===== src/inc/adcc_pkg.sv =====
package adcc_pkg;

	// ****************************************************************
	// Register map and field layout
	// ****************************************************************
	localparam int APB_AW = 8;
	localparam logic [7:0] OFS_CHAN = 8'h00;
	localparam logic [7:0] OFS_CTRL = 8'h04;
	localparam logic [7:0] OFS_RLO = 8'h08;
	localparam logic [7:0] OFS_RHI = 8'h0c;
	localparam logic [7:0] OFS_TRIG = 8'h10;
	localparam int BIT_LJ = 5;
	localparam int CSEL_LSB = 0;
	localparam int BIT_EN = 7;
	localparam int BIT_SC = 6;
	localparam int BIT_ATE = 5;
	localparam int BIT_FLAG = 4;
	localparam int BIT_IE = 3;
	localparam int PS_LSB = 0;
	localparam int TS_LSB = 5;

	// ****************************************************************
	// Reset values and counts
	// ****************************************************************
	localparam logic [4:0] RST_CODE = 5'h00;
	localparam logic [2:0] RST_PS = 3'h0;
	localparam logic [2:0] RST_TS = 3'h0;
	localparam logic [2:0] TS_FREE = 3'h0;
	localparam logic [4:0] FIRST_CYCLES = 5'h19;
	localparam logic [4:0] NORMAL_CYCLES = 5'h0d;
	localparam int RES_W = 10;

	// ****************************************************************
	// Channel decode
	// ****************************************************************
	localparam logic [4:0] CODE_SE_MAX = 5'h07;
	localparam logic [4:0] CODE_BANDGAP = 5'h1e;
	localparam logic [4:0] CODE_GND = 5'h1f;

	typedef enum logic [1:0] {SRC_SINGLE, SRC_DIFF, SRC_BANDGAP, SRC_GND} adcc_src_t;
	typedef enum logic [1:0] {GAIN_1X, GAIN_10X, GAIN_200X} adcc_gain_t;
	typedef struct packed {
		adcc_src_t src;
		logic [2:0] pos;
		logic [2:0] neg;
		adcc_gain_t gain;
	} adcc_chan_t;

	function automatic adcc_chan_t adcc_decode(input logic [4:0] c);
		adcc_chan_t r;
		r = '{src: SRC_DIFF, pos: c[2:0], neg: 3'h0, gain: GAIN_1X};
		if (c <= CODE_SE_MAX) begin
			r.src = SRC_SINGLE;
		end else if (c == CODE_BANDGAP) begin
			r.src = SRC_BANDGAP;
			r.pos = 3'h0;
		end else if (c == CODE_GND) begin
			r.src = SRC_GND;
			r.pos = 3'h0;
		end else if (c[4:3] == 2'b01) begin
			r.pos = {1'b0, c[2], c[0]};
			r.neg = {1'b0, c[2], 1'b0};
			r.gain = c[1] ? GAIN_200X : GAIN_10X;
		end else begin
			r.neg = c[3] ? 3'h2 : 3'h1;
		end
		return r;
	endfunction : adcc_decode

	// Last count of the divider, divisor minus one
	function automatic logic [6:0] adcc_div_last(input logic [2:0] sel);
		logic [7:0] d;
		d = (8'h01 << sel) - 8'h01;
		if (sel == 3'h0) begin
			d = 8'h01;
		end
		return d[6:0];
	endfunction : adcc_div_last

endpackage : adcc_pkg


===== src/inc/adcc_core_if.sv =====
`timescale 1ns/10ps
interface adcc_core_if;
	import adcc_pkg::*;
	logic [2:0] presc_sel;
	logic presc_run;
	logic tick;
	logic res_load;
	logic [RES_W-1:0] res_data;
	logic left_justify;
	logic rd_low;
	logic rd_high;
	logic res_taken;
	logic [7:0] low_byte;
	logic [7:0] high_byte;

	modport ctrl (output presc_sel, presc_run, res_load, res_data, left_justify, rd_low,
		rd_high, input tick, res_taken, low_byte, high_byte);
	modport presc (input presc_sel, presc_run, output tick);
	modport rlatch (input res_load, res_data, left_justify, rd_low, rd_high,
		output res_taken, low_byte, high_byte);
endinterface : adcc_core_if


===== src/verilog/adcc_top.sv =====
`timescale 1ns/10ps
// Operation
// - Left-justify bit selects result alignment
// - Alignment change applies at once
// - Channel change waits for conversion end
// - Codes 0-7 single, 30 bandgap, 31 ground
// - Codes 8-29 differential pairs, 8-15 with gain
// - Enable bit turns converter on/off
// - Clearing enable aborts running conversion
// - First conversion 25 cycles, others 13
// - Start bit reads one while busy
// - Writing zero to start does nothing
// - Auto trigger starts on trigger rising edge
// - Flag sets when result is updated
// - Interrupt when flag, enable, global enable
// - Interrupt acknowledge clears flag
// - Writing one clears flag, zero keeps
// - Prescaler divides by 2 up to 128
// - Free running source gives no trigger
// - Low byte read locks result until high
module adcc_top import adcc_pkg::*; (
	// Clock, reset and enable
	input wire logic pclk,
	input wire logic presetn,
	input wire logic clk_en,
	// APB slave
	input wire logic psel,
	input wire logic penable,
	input wire logic pwrite,
	input wire logic [APB_AW-1:0] paddr,
	input wire logic [31:0] pwdata,
	output logic [31:0] prdata,
	output logic pready,
	output logic pslverr,
	// Trigger sources and processor
	input wire logic [7:1] trig_in,
	input wire logic global_irq_en,
	input wire logic irq_ack,
	output logic irq,
	// Converter core and multiplexer
	input wire logic [RES_W-1:0] sar_result,
	output logic conv_busy,
	output logic conv_init,
	output adcc_src_t mux_src,
	output logic [2:0] mux_pos,
	output logic [2:0] mux_neg,
	output adcc_gain_t mux_gain
);

	typedef enum {ST_IDLE, ST_CONV} adcc_state_t;

	adcc_state_t state;
	adcc_state_t next_state;
	logic left_justify;
	logic [4:0] chan_code;
	logic conv_en;
	logic auto_trig;
	logic flag;
	logic irq_en;
	logic [2:0] presc_sel;
	logic [2:0] trig_sel;
	logic first_pending;
	logic trig_prev;
	logic [4:0] tick_cnt;
	logic [4:0] conv_len;
	adcc_chan_t active_chan;

	adcc_core_if core ();

	// ****************************************************************
	// APB decode
	// ****************************************************************
	wire logic acc = psel & penable & clk_en;
	wire logic setup = psel & !penable & clk_en;
	wire logic wr = acc & pwrite;
	wire logic rd = acc & !pwrite;
	wire logic hit_chan = paddr == OFS_CHAN;
	wire logic hit_ctrl = paddr == OFS_CTRL;
	wire logic hit_rlo = paddr == OFS_RLO;
	wire logic hit_rhi = paddr == OFS_RHI;
	wire logic hit_trig = paddr == OFS_TRIG;
	wire logic mapped = hit_chan | hit_ctrl | hit_rlo | hit_rhi | hit_trig;
	wire logic wr_chan = wr & hit_chan;
	wire logic wr_ctrl = wr & hit_ctrl;
	wire logic wr_trig = wr & hit_trig;

	assign pready = clk_en;
	assign pslverr = psel & penable & !mapped;

	// ****************************************************************
	// Conversion control
	// ****************************************************************
	wire logic busy = state == ST_CONV;
	wire logic new_en = wr_ctrl ? pwdata[BIT_EN] : conv_en;
	wire logic en_rise = new_en & !conv_en;
	wire logic wr_start = wr_ctrl & pwdata[BIT_SC];
	wire logic [7:0] trig_vec = {trig_in, 1'b0};
	wire logic sel_trig = trig_vec[trig_sel];
	wire logic trig_edge = auto_trig & sel_trig & !trig_prev;
	wire logic done = busy & core.tick & (tick_cnt == conv_len - 5'h01);
	wire logic free_relaunch = done & auto_trig & (trig_sel == TS_FREE);
	wire logic can_start = !busy | done;
	wire logic launch = new_en & can_start & (wr_start | trig_edge | free_relaunch);
	wire logic launch_first = first_pending | en_rise;
	wire logic flag_set = done & core.res_taken;
	wire logic flag_clr = (wr_ctrl & pwdata[BIT_FLAG]) | irq_ack;

	always_comb begin
		next_state = state;
		case (state)
			ST_IDLE: begin
				if (launch) begin
					next_state = ST_CONV;
				end
			end
			ST_CONV: begin
				if (!new_en) begin
					next_state = ST_IDLE;
				end else if (done && !launch) begin
					next_state = ST_IDLE;
				end
			end
			default: begin
				next_state = ST_IDLE;
			end
		endcase
		if (!new_en) begin
			next_state = ST_IDLE;
		end
	end

	always_ff @(posedge pclk or negedge presetn) begin
		if (!presetn) begin
			state <= ST_IDLE;
			first_pending <= 1'b0;
			trig_prev <= 1'b0;
			tick_cnt <= 5'h00;
			conv_len <= NORMAL_CYCLES;
		end else if (clk_en) begin
			state <= next_state;
			trig_prev <= sel_trig;
			first_pending <= launch ? 1'b0 : (first_pending | en_rise);
			if (launch) begin
				tick_cnt <= 5'h00;
				conv_len <= launch_first ? FIRST_CYCLES : NORMAL_CYCLES;
			end else if (busy && core.tick) begin
				tick_cnt <= tick_cnt + 5'h01;
			end
		end
	end

	// ****************************************************************
	// Registers
	// ****************************************************************
	always_ff @(posedge pclk or negedge presetn) begin
		if (!presetn) begin
			left_justify <= 1'b0;
			chan_code <= RST_CODE;
			conv_en <= 1'b0;
			auto_trig <= 1'b0;
			irq_en <= 1'b0;
			presc_sel <= RST_PS;
			trig_sel <= RST_TS;
			flag <= 1'b0;
		end else if (clk_en) begin
			if (wr_chan) begin
				left_justify <= pwdata[BIT_LJ];
				chan_code <= pwdata[CSEL_LSB+:5];
			end
			if (wr_ctrl) begin
				conv_en <= pwdata[BIT_EN];
				auto_trig <= pwdata[BIT_ATE];
				irq_en <= pwdata[BIT_IE];
				presc_sel <= pwdata[PS_LSB+:3];
			end
			if (wr_trig) begin
				trig_sel <= pwdata[TS_LSB+:3];
			end
			flag <= flag_set | (flag & !flag_clr);
		end
	end

	// Selection is held for the whole conversion
	always_ff @(posedge pclk or negedge presetn) begin
		if (!presetn) begin
			active_chan <= '{src: SRC_SINGLE, pos: 3'h0, neg: 3'h0, gain: GAIN_1X};
		end else if (clk_en && (!busy || done)) begin
			active_chan <= adcc_decode(chan_code);
		end
	end

	// ****************************************************************
	// Read path
	// ****************************************************************
	wire logic [7:0] chan_rd = {2'b00, left_justify, chan_code};
	wire logic [7:0] ctrl_rd = {conv_en, busy, auto_trig, flag, irq_en, presc_sel};
	wire logic [7:0] trig_rd = {trig_sel, 5'h00};
	wire logic [7:0] rd_mux = hit_chan ? chan_rd :
		hit_ctrl ? ctrl_rd :
		hit_rlo ? core.low_byte :
		hit_rhi ? core.high_byte :
		hit_trig ? trig_rd : 8'h00;

	always_ff @(posedge pclk or negedge presetn) begin
		if (!presetn) begin
			prdata <= 32'h0000_0000;
		end else if (setup) begin
			prdata <= {24'h00_0000, rd_mux};
		end
	end

	// ****************************************************************
	// Submodules and outputs
	// ****************************************************************
	assign core.presc_sel = presc_sel;
	assign core.presc_run = conv_en;
	assign core.res_load = done;
	assign core.res_data = sar_result;
	assign core.left_justify = left_justify;
	assign core.rd_low = rd & hit_rlo;
	assign core.rd_high = rd & hit_rhi;

	adcc_prescaler u_presc (
		.pclk(pclk),
		.presetn(presetn),
		.clk_en(clk_en),
		.bus(core.presc)
	);

	adcc_result_latch u_latch (
		.pclk(pclk),
		.presetn(presetn),
		.clk_en(clk_en),
		.bus(core.rlatch)
	);

	assign irq = flag & irq_en & global_irq_en;
	assign conv_busy = busy;
	assign conv_init = busy & (conv_len == FIRST_CYCLES);
	assign mux_src = active_chan.src;
	assign mux_pos = active_chan.pos;
	assign mux_neg = active_chan.neg;
	assign mux_gain = active_chan.gain;

	// ****************************************************************
	// Checks
	// ****************************************************************
	logic [4:0] chk_ticks;
	always_ff @(posedge pclk or negedge presetn) begin
		if (!presetn) begin
			chk_ticks <= 5'h00;
		end else if (clk_en) begin
			chk_ticks <= launch ? 5'h00 : chk_ticks + {4'h0, busy & core.tick};
		end
	end
endmodule : adcc_top


===== src/verilog/adcc_prescaler.sv =====
`timescale 1ns/10ps
module adcc_prescaler import adcc_pkg::*; (
	// Clock and reset
	input wire logic pclk,
	input wire logic presetn,
	input wire logic clk_en,
	// Control side
	adcc_core_if.presc bus
);

	logic [6:0] cnt;
	wire logic [6:0] last = adcc_div_last(bus.presc_sel);
	wire logic wrap = cnt >= last;

	always_ff @(posedge pclk or negedge presetn) begin
		if (!presetn) begin
			cnt <= 7'h00;
		end else if (clk_en) begin
			if (!bus.presc_run || wrap) begin
				cnt <= 7'h00;
			end else begin
				cnt <= cnt + 7'h01;
			end
		end
	end

	assign bus.tick = bus.presc_run & wrap & clk_en;
endmodule : adcc_prescaler


===== src/verilog/adcc_result_latch.sv =====
`timescale 1ns/10ps
module adcc_result_latch import adcc_pkg::*; (
	// Clock and reset
	input wire logic pclk,
	input wire logic presetn,
	input wire logic clk_en,
	// Control side
	adcc_core_if.rlatch bus
);

	logic [RES_W-1:0] value;
	logic locked;

	always_ff @(posedge pclk or negedge presetn) begin
		if (!presetn) begin
			value <= '0;
			locked <= 1'b0;
		end else if (clk_en) begin
			if (bus.res_load && !locked) begin
				value <= bus.res_data;
			end
			if (bus.rd_high) begin
				locked <= 1'b0;
			end else if (bus.rd_low) begin
				locked <= 1'b1;
			end
		end
	end

	assign bus.res_taken = !locked;
	// Alignment follows the live bit, not the one at conversion time
	assign bus.low_byte = bus.left_justify ? {value[1:0], 6'h00} : value[7:0];
	assign bus.high_byte = bus.left_justify ? value[9:2] : {6'h00, value[9:8]};
endmodule : adcc_result_latch


===== config.mk =====
export PLATFORM = sky130hd
export DESIGN_NAME = adcc_top
export DESIGN_NICKNAME = d
export VERILOG_FILES = /design/src/inc/adcc_pkg.sv /design/src/inc/adcc_core_if.sv /design/src/verilog/adcc_top.sv /design/src/verilog/adcc_prescaler.sv /design/src/verilog/adcc_result_latch.sv
export SDC_FILE = /design/constraint.sdc
export NUM_CORES = 1
export LEC_CHECK = 0
export ABC_AREA = 1
export BUFFER_PORTS_ARGS = -buffer_cell sky130_fd_sc_hd__buf_4
export CELL_PAD_IN_SITES_DETAIL_PLACEMENT = 0
export CELL_PAD_IN_SITES_GLOBAL_PLACEMENT = 1
export CORE_MARGIN = 2
export CORE_UTILIZATION = 37
export DETAILED_ROUTE_END_ITERATION = 10
export PLACE_DENSITY_LB_ADDON = 0.1
export RECOVER_POWER = 100
export REMOVE_ABC_BUFFERS = 1
export SYNTH_ARGS = -nofsm -noshare
export SYNTH_HDL_FRONTEND = slang
export SYNTH_SLANG_ARGS = --single-unit

===== constraint.sdc =====
create_clock -name pclk -period 2.68 [get_ports pclk]
set_input_delay 0.402 -clock pclk [delete_from_list [all_inputs] [get_ports pclk]]
set_output_delay 0.402 -clock pclk [all_outputs]
set_load 0.02 [all_outputs]

# Yosys cells after proc, flatten, opt, wreduce, memory -nomap -nowiden
# Index checks and enable logic that the tools add are counted.
# classes
add_sub_neg,4
n_lt_le_gt_ge,3
eq_ne,13
shift,1
n_mux,34
bitwise_logic,40
reduce_logical,29
# ops
cell,count
32-bit two-way mux,3
8-bit two-way mux,8
32-bit case mux with 2 select lines,1
"32-bit by 1-bit == test with 1-bit output, second input constant",1
"32-bit by 2-bit == test with 1-bit output, second input constant",1
32-bit zero test,1
1-bit AND,30
5-bit two-way mux,4
"8-bit by 4-bit == test with 1-bit output, second input constant",2
"5-bit == test, second input constant",3
7-bit two-way mux,2
2-bit AND reduction,7
2-bit two-way mux,6
1-bit bitwise OR,10
1-bit zero test,9
"8-bit by 3-bit == test with 1-bit output, second input constant",1
"8-bit by 5-bit == test with 1-bit output, second input constant",1
8-bit zero test,1
4-bit two-way mux,2
"7-bit by 1-bit adder with 7-bit output, second input constant",1
7-bit >= comparator,1
"1-bit by 3-bit left shift with 7-bit output, first input constant",1
"7-bit by 1-bit subtractor with 7-bit output, second input constant",1
3-bit zero test,2
other kinds (14),25
# word_totals
register_bits,96
wordCells,145

# Longest topological paths before layout
# Gate-level depths: netlist (run 1).
# depth
depth_word,17
mapped_depth,15
mapped_depth_nobuf,15

# Modules after synthesis
# Synthesis (run 1) repeated with hierarchy kept, for this count alone.
# hier_totals
hier_cells,523
hier_area_um2,3844.9
# by_module_without_submodules
mod,instances,cells_each,area_each_um2
adcc_top,1,365,2667.6
adcc_result_latch,1,85,604.3
adcc_prescaler,1,73,573.0

# Worst setup path before layout (run 1)
# Ideal clock, no wire load.
# synth_timing
path_kind,register -> register
from,"register presc_sel[1], in the netlist core.presc_sel[1]"
to,register tick_cnt[2]
setup_time_ns,0.065
arrival_time_ns,1.969
required_time_ns,2.615
slack_ns,0.646
path_stages_with_launch,16
synth_period_minus_slack_ns,2.034
path_cell_list,dfrtp_1 -> o21ai_0 -> o21bai_1 -> ha_1 -> nand2_1 -> inv_1 -> a21oi_1 -> nand2_1 -> nand3_4 -> nand2_2 -> nand2_4 -> inv_2 -> nand3_2 -> buf_6 -> nand3_1 -> nand2_1
# synth_via
elab_chain_cells,14
elab_cells_between_ends,19
classes_between,1 x add/sub; 1 x order compare; 1 x shift; 2 x mux; 10 x bitwise; 4 x reduce/logical
# synth_rtl
item,line_no,source
from (decl),adcc_top.sv:60,logic [2:0] presc_sel;
from (signal assigned),adcc_top.sv:174,presc_sel <= pwdata[PS_LSB+:3];
1-bit by 3-bit left shift with 7-bit output,adcc_pkg.sv:73,d = (8'h01 << sel) - 8'h01;
7-bit by 1-bit subtractor with 7-bit output,adcc_pkg.sv:73,
7-bit two-way mux (*),adcc_pkg.sv:74,if (sel == 3'h0) begin
7-bit >= comparator (*),adcc_prescaler.sv:13,wire logic wrap = cnt >= last;
1-bit AND (*) (2 in a row),adcc_prescaler.sv:27,assign bus.tick = bus.presc_run & wrap & clk_en;
1-bit AND,n/a,
1-bit AND,adcc_top.sv:100,wire logic done = busy & core.tick & (tick_cnt == conv_len - 5'h01);
1-bit AND (2 in a row),adcc_top.sv:101,wire logic free_relaunch = done & auto_trig & (trig_sel == TS_FREE);
1-bit bitwise OR,adcc_top.sv:103,wire logic launch = new_en & can_start & (wr_start | trig_edge | free_relaunch);
1-bit AND,adcc_top.sv:103,
2-bit nonzero test (no line),n/a,
2-bit AND reduction (no line),n/a,
to (signal assigned),adcc_top.sv:147,tick_cnt <= tick_cnt + 5'h01;
to (decl),adcc_top.sv:64,logic [4:0] tick_cnt;
# Every way passes the cells marked *; elsewhere a longest branch is shown, timed or not.
# A chain may end at the register's enable or synchronous reset.

# Worst setup path in the final report (run 1)
# layout_timing
from,"register presc_sel[0], in the netlist core.presc_sel[0]"
to,"register active_chan, in the netlist mux_pos[1]"
# layout_via
elab_chain_cells,10
elab_cells_between_ends,11
classes_between,1 x add/sub; 1 x order compare; 1 x shift; 1 x mux; 4 x bitwise; 3 x reduce/logical
# layout_rtl
item,line_no,source
1-bit by 3-bit left shift with 7-bit output,adcc_pkg.sv:73,
7-bit by 1-bit subtractor with 7-bit output,adcc_pkg.sv:73,
7-bit two-way mux (*),adcc_pkg.sv:74,
7-bit >= comparator (*),adcc_prescaler.sv:13,
1-bit AND (*) (2 in a row),adcc_prescaler.sv:27,
1-bit AND (*),n/a,
1-bit AND (*),adcc_top.sv:100,
1-bit logical OR (*),adcc_top.sv:187,end else if (clk_en && (!busy || done)) begin
1-bit logical AND (*),adcc_top.sv:187,
to (signal assigned),adcc_top.sv:186,"active_chan <= '{src: SRC_SINGLE, pos: 3'h0, neg: 3'h0, gain: GAIN_1X};"
to (signal assigned),adcc_top.sv:188,active_chan <= adcc_decode(chan_code);
to (decl),adcc_top.sv:66,adcc_chan_t active_chan;
# Marked as above.

==> results of run 1 <==
## through the flow
| step | total power, mW | cells |
|---|---|---|
| 3_3_place_gp | 2.03 | 659 |
| 5_1_grt | 2.87 | 675 |
| 4_1_cts | 2.78 | 675 |
| 6_report | 2.67 | 675 |
| 3_5_place_dp | 2.05 | 659 |
| 2_1_floorplan | 1.75 | 460 |
## registers in the layout, summed over array words and instances (netlist names), 2 cells and up
signal / flops
core.presc_sel: 3
chan_code: 5
tick_cnt: 5
mux_pos: 3
mux_gain: 2
u_latch.value: 10
conv_len: 2
mux_neg: 2
trig_sel: 3
prdata: 8
mux_src: 2
u_presc.cnt: 7
## final cells by class
| type | instances | area [µm²] | area share |
|---|---|---|---|
| inverters | 77 | 292 | 0.0684 |
| clock buffers | 9 | 124 | 0.0290 |
| clock inverters | 7 | 42.5 | 0.00998 |
| repair buffers | 66 | 412 | 0.0965 |
| flip-flops and latches | 61 | 1530 | 0.358 |
| multi-input cells | 322 | 1700 | 0.399 |
| well taps | 133 | 166 | 0.0390 |
## layer usage
layer | global-route usage | up-vias
met5 | 0 | -
met4 | 0.0495 | 0
met3 | 0.0362 | 8
met2 | 0.260 | 71
met1 | 0.252 | 1433
li1 | - | 1605
## what timing repair did
item | 4_1_cts | 5_1_grt
endpoints found under the setup margin | 0 | 3
gates resized for setup | 0 | 1
buffers inserted | 0 | 0
## cell usage after synthesis, types with 2 or more instances
cell type  count  share of area
nand2_1       81          0.081
nor2_2         4         0.0067
o21ai_0       39          0.052
nand3_2        2         0.0053
nand3_4        2         0.0093
o22ai_1        3         0.0050
buf_6          4          0.012
a21oi_1       21          0.028
nand3_1       36          0.048
buf_4         26          0.052
nand4_1        9          0.015
inv_2          2         0.0020
buf_2          2         0.0027
nand2_4        3         0.0090
o21ai_2       11          0.026
nor3_1        10          0.013
xor2_1         4         0.0093
a21oi_2        2         0.0047
nor2_1        29          0.029
ha_1           9          0.030
mux2i_1        3         0.0080
xnor2_1        2         0.0047
dfrtp_1       60           0.40
inv_1         74          0.074
a31oi_1        2         0.0033
nand2_2       12          0.020
clkbuf_1       5         0.0050
## logic make-up after synthesis
group                    share of synthesized area
AND/OR/NAND/NOR                              0.257
buffers and inverters                        0.149
AO/OA/AOI/OAI                                0.133
flip-flops                                   0.407
adder cells (fa/ha/maj)                     0.0300
XOR/XNOR                                    0.0140
multiplexers                               0.00801
other                                      0.00100
## worst reg2reg max path: stages, from the launching register on
cell and delay [ps]:
dfrtp_1 390, clkbuf_2 150, inv_1 60, o21bai_1 60
ha_1 270, nand2_1 60, nor2_1 120, nand2_1 80
nand2_1 160, nand3_4 130, a21oi_2 430, buf_4 220
nor2_1 40, a21oi_1 130
## power breakdown
part           switching, mW  total, mW  internal [mW]
logic                  0.476      0.749          0.272
clock network          0.401      0.729          0.328
registers              0.134       1.20           1.06
total                   1.01       2.67           1.66
## cells in the final DEF (no fill, tap or decap), drive strengths merged, types with 3 or more instances in the layout
cell type,Yosys,routed
mux2i,3,3
nand2,96,96
o21ai,51,51
buf,32,43
nor3,11,11
clkbuf,5,32
nand4,9,9
nor2,35,35
clkinvlp,0,3
clkinv,0,4
a21oi,24,24
o22ai,3,3
xor2,4,4
ha,9,9
conb,1,25
dfrtp,60,60
nand3,40,40
inv,77,77
## path summary, 6_finish.rpt
kind	cells past startpoint	slack [ps]	from	to
max reg2reg	13	290	core.presc_sel[0]	mux_pos[1]
min in group asynchronous	1	470	presetn	u_latch.value[8]
min reg2reg	2	490	prdata[6]	prdata[6]
max in group asynchronous	1	1260	presetn	core.left_justify
max	13	290	core.presc_sel[0]	mux_pos[1]
min	3	300	sar_result[1]	u_latch.value[1]
==> out/results.txt, run 1 <==
status: finished, violations left
failing checks: capacitance limit, slew limit
hold_ws: 302 ps
CTS clk-pin slew, worst paths: 80 ps
CTS tree: done
Fillers: 1076
Mapped Cells: 473
final hold vios: 0
DRC: 0
drt pass-1 iters: 4
Netlist Area Pre-Place: 3750 µm²
initial antenna violation count: 0
clk_skew: 10.2 ps
leak pwr: 2.14 nW
placed wire-length estimate: 6720 µm
cell repeated most along the worst path: nand2_1
Startpoint Class: register
total of max-cap violations: 1
Final Util: 0.434
PwrDens: 627 nW/µm²
CP max FO: 11
Slew @ Worst Pin: 1610 ps
Critical Path Max Stage Delay: 430 ps
average size of a mapped cell: 7.93 µm²
IO Pins: 112
TNS Setup: 0 ps
latest clock arrival within the worst-skew pair: 340 ps
gpl congestion: 0.808
FMAX: 419 MHz
routed length on met2: 4030 µm
final period utilization: 0.891
Tot GR Track Use: 0.173
kind of critical path: register to register
ys flop type: dfrtp_1
Critical Path Sink Type: register
crit path DAT: 2660 ps
first-pass GRT wire length: 15100 µm
min cycle time layout: 2390 ps
Rows: 36
Netlist cell types: 43
worst path cell trace: clkbuf_2 -> inv_1 -> o21bai_1 -> ha_1 -> nand2_1 -> nor2_1 -> nand2_1 -> nand2_1 -> nand3_4 -> a21oi_2 -> buf_4 -> nor2_1 -> a21oi_1
CTS Buf Count: 9
Final setup violation count: 0
CTS max path bufs: 2
layout cells sized above 1: 0.168
Async SR Flop Fraction: 1.00
Routed met3 length: 402 µm
chip height: 105 µm
fin nets: 611
Die ar.: 11000 µm²
Die Width: 105 µm
DRT antenna net count: 0
core area: 9820 µm²
flops & latches, synth: 61
via count: 3117
worst path required time: 2950 ps
hold crit path type: primary input to register
DRT iter0 DRCs: 121
H-tree depth: 3
Place WS: 219 ps
Rel. slew slack: -0.0714
CP top delay family: compound AO/OA/AOI/OAI gates
# port buffers: 62
drt total wl: 9010 µm
Area Overhead vs Synth: 13.7%
placed cell area: 4230 µm²
vias in the first global route: 2979
Vias per Instance: 4.62
post-route cell area: 4260 µm²
largest net degree at the start of global routing: 62
clk sink count: 61
EDFF count, synth: 0
register area share after synthesis: 0.407
slowest cell on the critical path: a21oi_2
WP buf/inv: 3
antenna diode count: 0
Syn. warnings: 0
Final WS setup: 291 ps
Avg WL per Cell: 13.3 µm
M1 WL: 4480 µm
setup repair after global routing missed its margin: no
top sig layer: met4
grt ovf: 0
Initial Util: 0.382
Slew Viols, Final: 62
CTS hold repair buffers: 0
worst vdd ir: 0.000233 V
Clock Root Buffer: clkbuf_8
Power figures use the tool's default switching activity.
==> inputs of run 2 (changes only) <==
--- a/config.mk
+++ b/config.mk
@@ -7,12 +7,10 @@
 export LEC_CHECK = 0
 export ABC_AREA = 1
 export BUFFER_PORTS_ARGS = -buffer_cell sky130_fd_sc_hd__buf_4
-export CELL_PAD_IN_SITES_DETAIL_PLACEMENT = 0
-export CELL_PAD_IN_SITES_GLOBAL_PLACEMENT = 1
 export CORE_MARGIN = 2
-export CORE_UTILIZATION = 37
+export CORE_UTILIZATION = 52
 export DETAILED_ROUTE_END_ITERATION = 10
-export PLACE_DENSITY_LB_ADDON = 0.1
+export PLACE_DENSITY = 0.8
 export RECOVER_POWER = 100
 export REMOVE_ABC_BUFFERS = 1
 export SYNTH_ARGS = -nofsm -noshare
==> run 2 against run 1 <==
Net effect:
- the run still ends with capacitance limit, slew limit left
- combinational power up 1%
- worst setup slack worse by 8.9 ps
- register-to-register slack about the same
- sequential share of layout area up 0.22 points
- routed wire length down 8.3%
- final cell count down 5.9%
- critical endpoint is now tick_cnt[2]
- highest routed layer unchanged
==> out/results.txt, run 2 (synthesized netlist as in run 1, its figures left out) <==
most common library cell in the layout ignoring fill and taps: nand2_1
kind of critical path: primary input to register
setup repair after global routing missed its margin: no
worst vdd ir: 0.000413 V
initial antenna violation count: 0
clk_skew: 8.67 ps
# port buffers: 62
Area Overhead vs Synth: 13.0%
Largest Register: u_latch.value
Die ar.: 7910 µm²
CTS resizes: 0
total of max-cap violations: 1
core area: 6870 µm²
IO Pins: 112
Clock Root Buffer: clkbuf_8
placed wire-length estimate: 6290 µm
Avg WL per Cell: 13.0 µm
Largest register FFs: 10
vias in the first global route: 3104
hold crit path type: primary input to register
Vias per Instance: 5.07
Post-CTS Setup Inserts: 0
CTS clk-pin slew, worst paths: 70 ps
hold_ws: 297 ps
Rows: 30
antenna diode count: 0
Slew @ Worst Pin: 1550 ps
FMAX: 417 MHz
fin nets: 608
grt ovf: 0
clk sink count: 61
CTS Buf Count: 9
Initial Util: 0.546
Die Width: 88.9 µm
Slew Viols, Final: 62
Rel. slew slack: -0.0310
latest clock arrival within the worst-skew pair: 350 ps
chip height: 88.9 µm
gpl congestion: 0.833
status: finished, violations left
drt total wl: 8270 µm
TNS Setup: 0 ps
PwrDens: 661 nW/µm²
DRT iter0 DRCs: 219
min cycle time layout: 2400 ps
final period utilization: 0.895
Tot GR Track Use: 0.229
H-tree depth: 3
Final setup violation count: 0
Pwr Total: 2.80 mW
CTS hold repair buffers: 0
crit path DAT: 2690 ps
Fillers: 655
DRT antenna net count: 0
Startpoint Class: primary input
largest net degree at the start of global routing: 62
DRC: 0
leak pwr: 2.14 nW
first-pass GRT wire length: 13900 µm
failing checks: capacitance limit, slew limit
Critical Path Sink Type: register
top flop regs: u_latch.value: 10 flops, prdata: 8 flops, u_presc.cnt: 7 flops
via count: 3221
most frequent cells in the layout: nand2_1 (91), inv_1 (74), dfrtp_1 (60), buf_4 (40), o21ai_0 (39)
final hold vios: 0
drt pass-1 iters: 4
CTS tree: done
CTS max path bufs: 2
layout cells sized above 1: 0.165
worst path required time: 2970 ps
CP max FO: 14
run 2: cell types whose count changed in the layout (fill, tap and decap cells not counted), sizes merged:
cell,change
buf,-3
clkinv,-2
bufinv,+1
clkbuf,+1
run 2: worst max-delay path, cell delays in order:
cell and delay, ps:
clkbuf_1 540, nand3_1 230, nor2_1 450, nand2_4 180
nand2_2 120, nand2_4 70, inv_4 60, nand2_4 50
inv_2 40, nand3_2 180, nand2_1 190, nand2_1 70
nand2_1 70
run 2: through the flow:
stage	instance area, µm²	util	cells	setup slack [ps]
floorplan	3570	-	460	557
finish	4240	0.617	635	282
global placement	4160	0.606	619	357
CTS	4360	0.635	635	265
detailed placement	4160	0.606	619	285
global route	4240	0.617	635	33.6
run 2: path summary, 6_finish.rpt:
check | start | endpoint | slack, ps | cells after the start
min in group asynchronous | presetn | mux_pos[0] | 430 | 1
min | sar_result[0] | u_latch.value[0] | 300 | 3
max reg2reg | core.presc_sel[1] | tick_cnt[2] | 290 | 15
max in group asynchronous | presetn | mux_gain[1] | 1330 | 1
min reg2reg | trig_prev | trig_prev | 500 | 2
max | clk_en | tick_cnt[2] | 280 | 13
run 2: area by class of cell:
cell class	instances	area, µm²	share of cell area
inverter	77	292	0.0688
timing repair buffer	63	389	0.0918
clock inverter	6	62.6	0.0148
tap	96	120	0.0283
sequential	61	1530	0.360
multi-input combinational	322	1710	0.403
clock buffer	10	138	0.0325
run 2: power breakdown:
group	switching [mW]	internal [mW]	total, mW
Clock	0.392	0.451	0.842
Sequential	0.139	1.06	1.20
Combinational	0.485	0.273	0.758
Total	1.02	1.79	2.80
run 2: layer usage:
metal | track usage | part of all wire | vias up
met2 | 0.383 | 0.48 | 109
met1 | 0.296 | 0.43 | 1497
met3 | 0.0351 | 0.058 | 22
li1 | - | - | 1593
met5 | 0 | 0 | -
met4 | 0.101 | 0.027 | 0
==> inputs of run 3 (changes only) <==
--- a/config.mk
+++ b/config.mk
@@ -8,9 +8,9 @@
 export ABC_AREA = 1
 export BUFFER_PORTS_ARGS = -buffer_cell sky130_fd_sc_hd__buf_4
 export CORE_MARGIN = 2
-export CORE_UTILIZATION = 52
+export CORE_UTILIZATION = 33
+export CTS_BUF_LIST = sky130_fd_sc_hd__clkbuf_8
 export DETAILED_ROUTE_END_ITERATION = 10
-export PLACE_DENSITY = 0.8
 export RECOVER_POWER = 100
 export REMOVE_ABC_BUFFERS = 1
 export SYNTH_ARGS = -nofsm -noshare
==> run 3 against run 2 <==
Net effect:
- the flow still finishes with violations (capacitance limit, slew limit)
- routed wire length is 6.6% higher
- register-to-register slack lost 50 ps
- critical path depth shrank 1
- die area up 55%
- final cell count is 7.2% higher
- worst hold slack better by 13 ps
- flip-flop and latch count unchanged
- critical endpoint is now mux_pos[1]
- largest power group unchanged
- worst setup slack lost 38 ps
==> out/results.txt, run 3 (synthesized netlist as in run 1, its figures left out) <==
status: finished, violations left
failing checks: capacitance limit, slew limit
Place WS: 204 ps
CTS max path bufs: 2
CTS Buf Count: 9
# port buffers: 62
Vias per Instance: 4.60
Avg WL per Cell: 12.9 µm
Final Util: 0.394
placed cell area: 4230 µm²
worst path cell trace: o21ai_1 -> o21bai_1 -> ha_1 -> nand2_1 -> nor2_1 -> nand2_1 -> nand2_2 -> nand3_2 -> a21oi_2 -> clkbuf_2 -> nor2_1 -> a21oi_1
min cycle time layout: 2440 ps
worst vdd ir: 0.000332 V
final period utilization: 0.909
Rel. slew slack: -0.0499
CTS resizes: 0
post-placement cell count: 665
placed wire-length estimate: 6740 µm
R2R Setup Slk: 240 ps
via count: 3130
PwrDens: 665 nW/µm²
worst path required time: 2940 ps
Reg-to-Reg Start: core.presc_sel[1]
most common library cell in the layout ignoring fill and taps: nand2_1
largest net degree at the start of global routing: 62
WP depth: 12
antenna diode count: 0
Initial Util: 0.341
initial antenna violation count: 0
chip height: 111 µm
final hold vios: 0
CTS tree: done
leak pwr: 2.18 nW
crit path to: mux_pos[1]
non-filler instance count after layout: 681
crit path DAT: 2690 ps
Pwr Total: 2.88 mW
H-tree depth: 3
Worst Setup SP: core.presc_sel[1]
CTS clk-pin slew, worst paths: 70 ps
post-route cell area: 4330 µm²
Critical Path Max Stage Delay: 450 ps
first-pass GRT wire length: 14500 µm
core area: 11000 µm²
CP max FO: 9
drt total wl: 8810 µm
Final setup violation count: 0
Largest register FFs: 10
Startpoint Class: register
R2R depth: 12
Tot GR Track Use: 0.147
CTS hold repair buffers: 0
DRT iter0 DRCs: 237
Largest Register: u_latch.value
DRT antenna net count: 0
hold_ws: 310 ps
grt ovf: 0
Final WS setup: 244 ps
IO Pins: 112
DRC: 0
Critical Path Sink Type: register
hold crit path type: primary input to register
layout cells sized above 1: 0.170
clk sink count: 61
TNS Setup: 0 ps
Area Overhead vs Synth: 15.3%
Die Width: 111 µm
Post-CTS Setup Inserts: 0
latest clock arrival within the worst-skew pair: 340 ps
reg-to-reg endpoint: mux_pos[1]
drt pass-1 iters: 4
CP top delay family: compound AO/OA/AOI/OAI gates
Slew @ Worst Pin: 1570 ps
setup repair after global routing missed its margin: no
fin nets: 610
slowest cell on the critical path: dfrtp_1
vias in the first global route: 2979
Die ar.: 12200 µm²
gpl congestion: 0.848
clk_skew: 12.0 ps
FMAX: 410 MHz
Rows: 38
total of max-cap violations: 1
Clock Root Buffer: clkbuf_8
top flop regs: u_latch.value: 10 flops, prdata: 8 flops, u_presc.cnt: 7 flops
most frequent cells in the layout: nand2_1 (88), inv_1 (76), dfrtp_1 (60), buf_4 (42), o21ai_0 (40)
WP buf/inv: 1
Slew Viols, Final: 62
kind of critical path: register to register
[run 3: routing by layer]
metal | GRT usage | vias up | part of all wire
li1 | - | 1598 | -
met4 | 0.0367 | 0 | 0.0092
met2 | 0.238 | 96 | 0.47
met3 | 0.0456 | 8 | 0.055
met1 | 0.192 | 1428 | 0.46
met5 | 0 | - | 0
[run 3: worst min-delay path by stage]
stage	slack [ps]	cells after the start	start	end
6_report	310	3	sar_result[4]	u_latch.value[4]
5_1_grt	300	3	sar_result[4]	u_latch.value[4]
4_1_cts	170	1	presetn	chan_code[0]
3_5_place_dp	490	2	prdata[6]	prdata[6]
3_3_place_gp	470	2	trig_prev	trig_prev
2_1_floorplan	110	0	presetn	auto_trig
[run 3: cell type report]
type / count / area, µm²
clock inverters: 5 / 73.8
flip-flops and latches: 61 / 1530
fillers: 1144 / 6660
multi-input cells: 322 / 1700
inverters: 77 / 292
repair buffers: 65 / 404
clock buffers: 11 / 151
well taps: 140 / 175
[run 3: worst min-delay path: cells and delay by family]
| family | cells | cell delay (ps) |
|---|---|---|
| buffers and inverters | 2 | 150 |
| AOI/OAI and AO/OA | 1 | 50 |
[run 3: power by group]
group,internal (mW),total (mW),leakage (nW),switching [mW]
Sequential,1.06,1.20,0.807,0.137
Combinational,0.273,0.755,1.25,0.482
Clock,0.568,0.921,0.121,0.354
Total,1.90,2.88,2.18,0.973
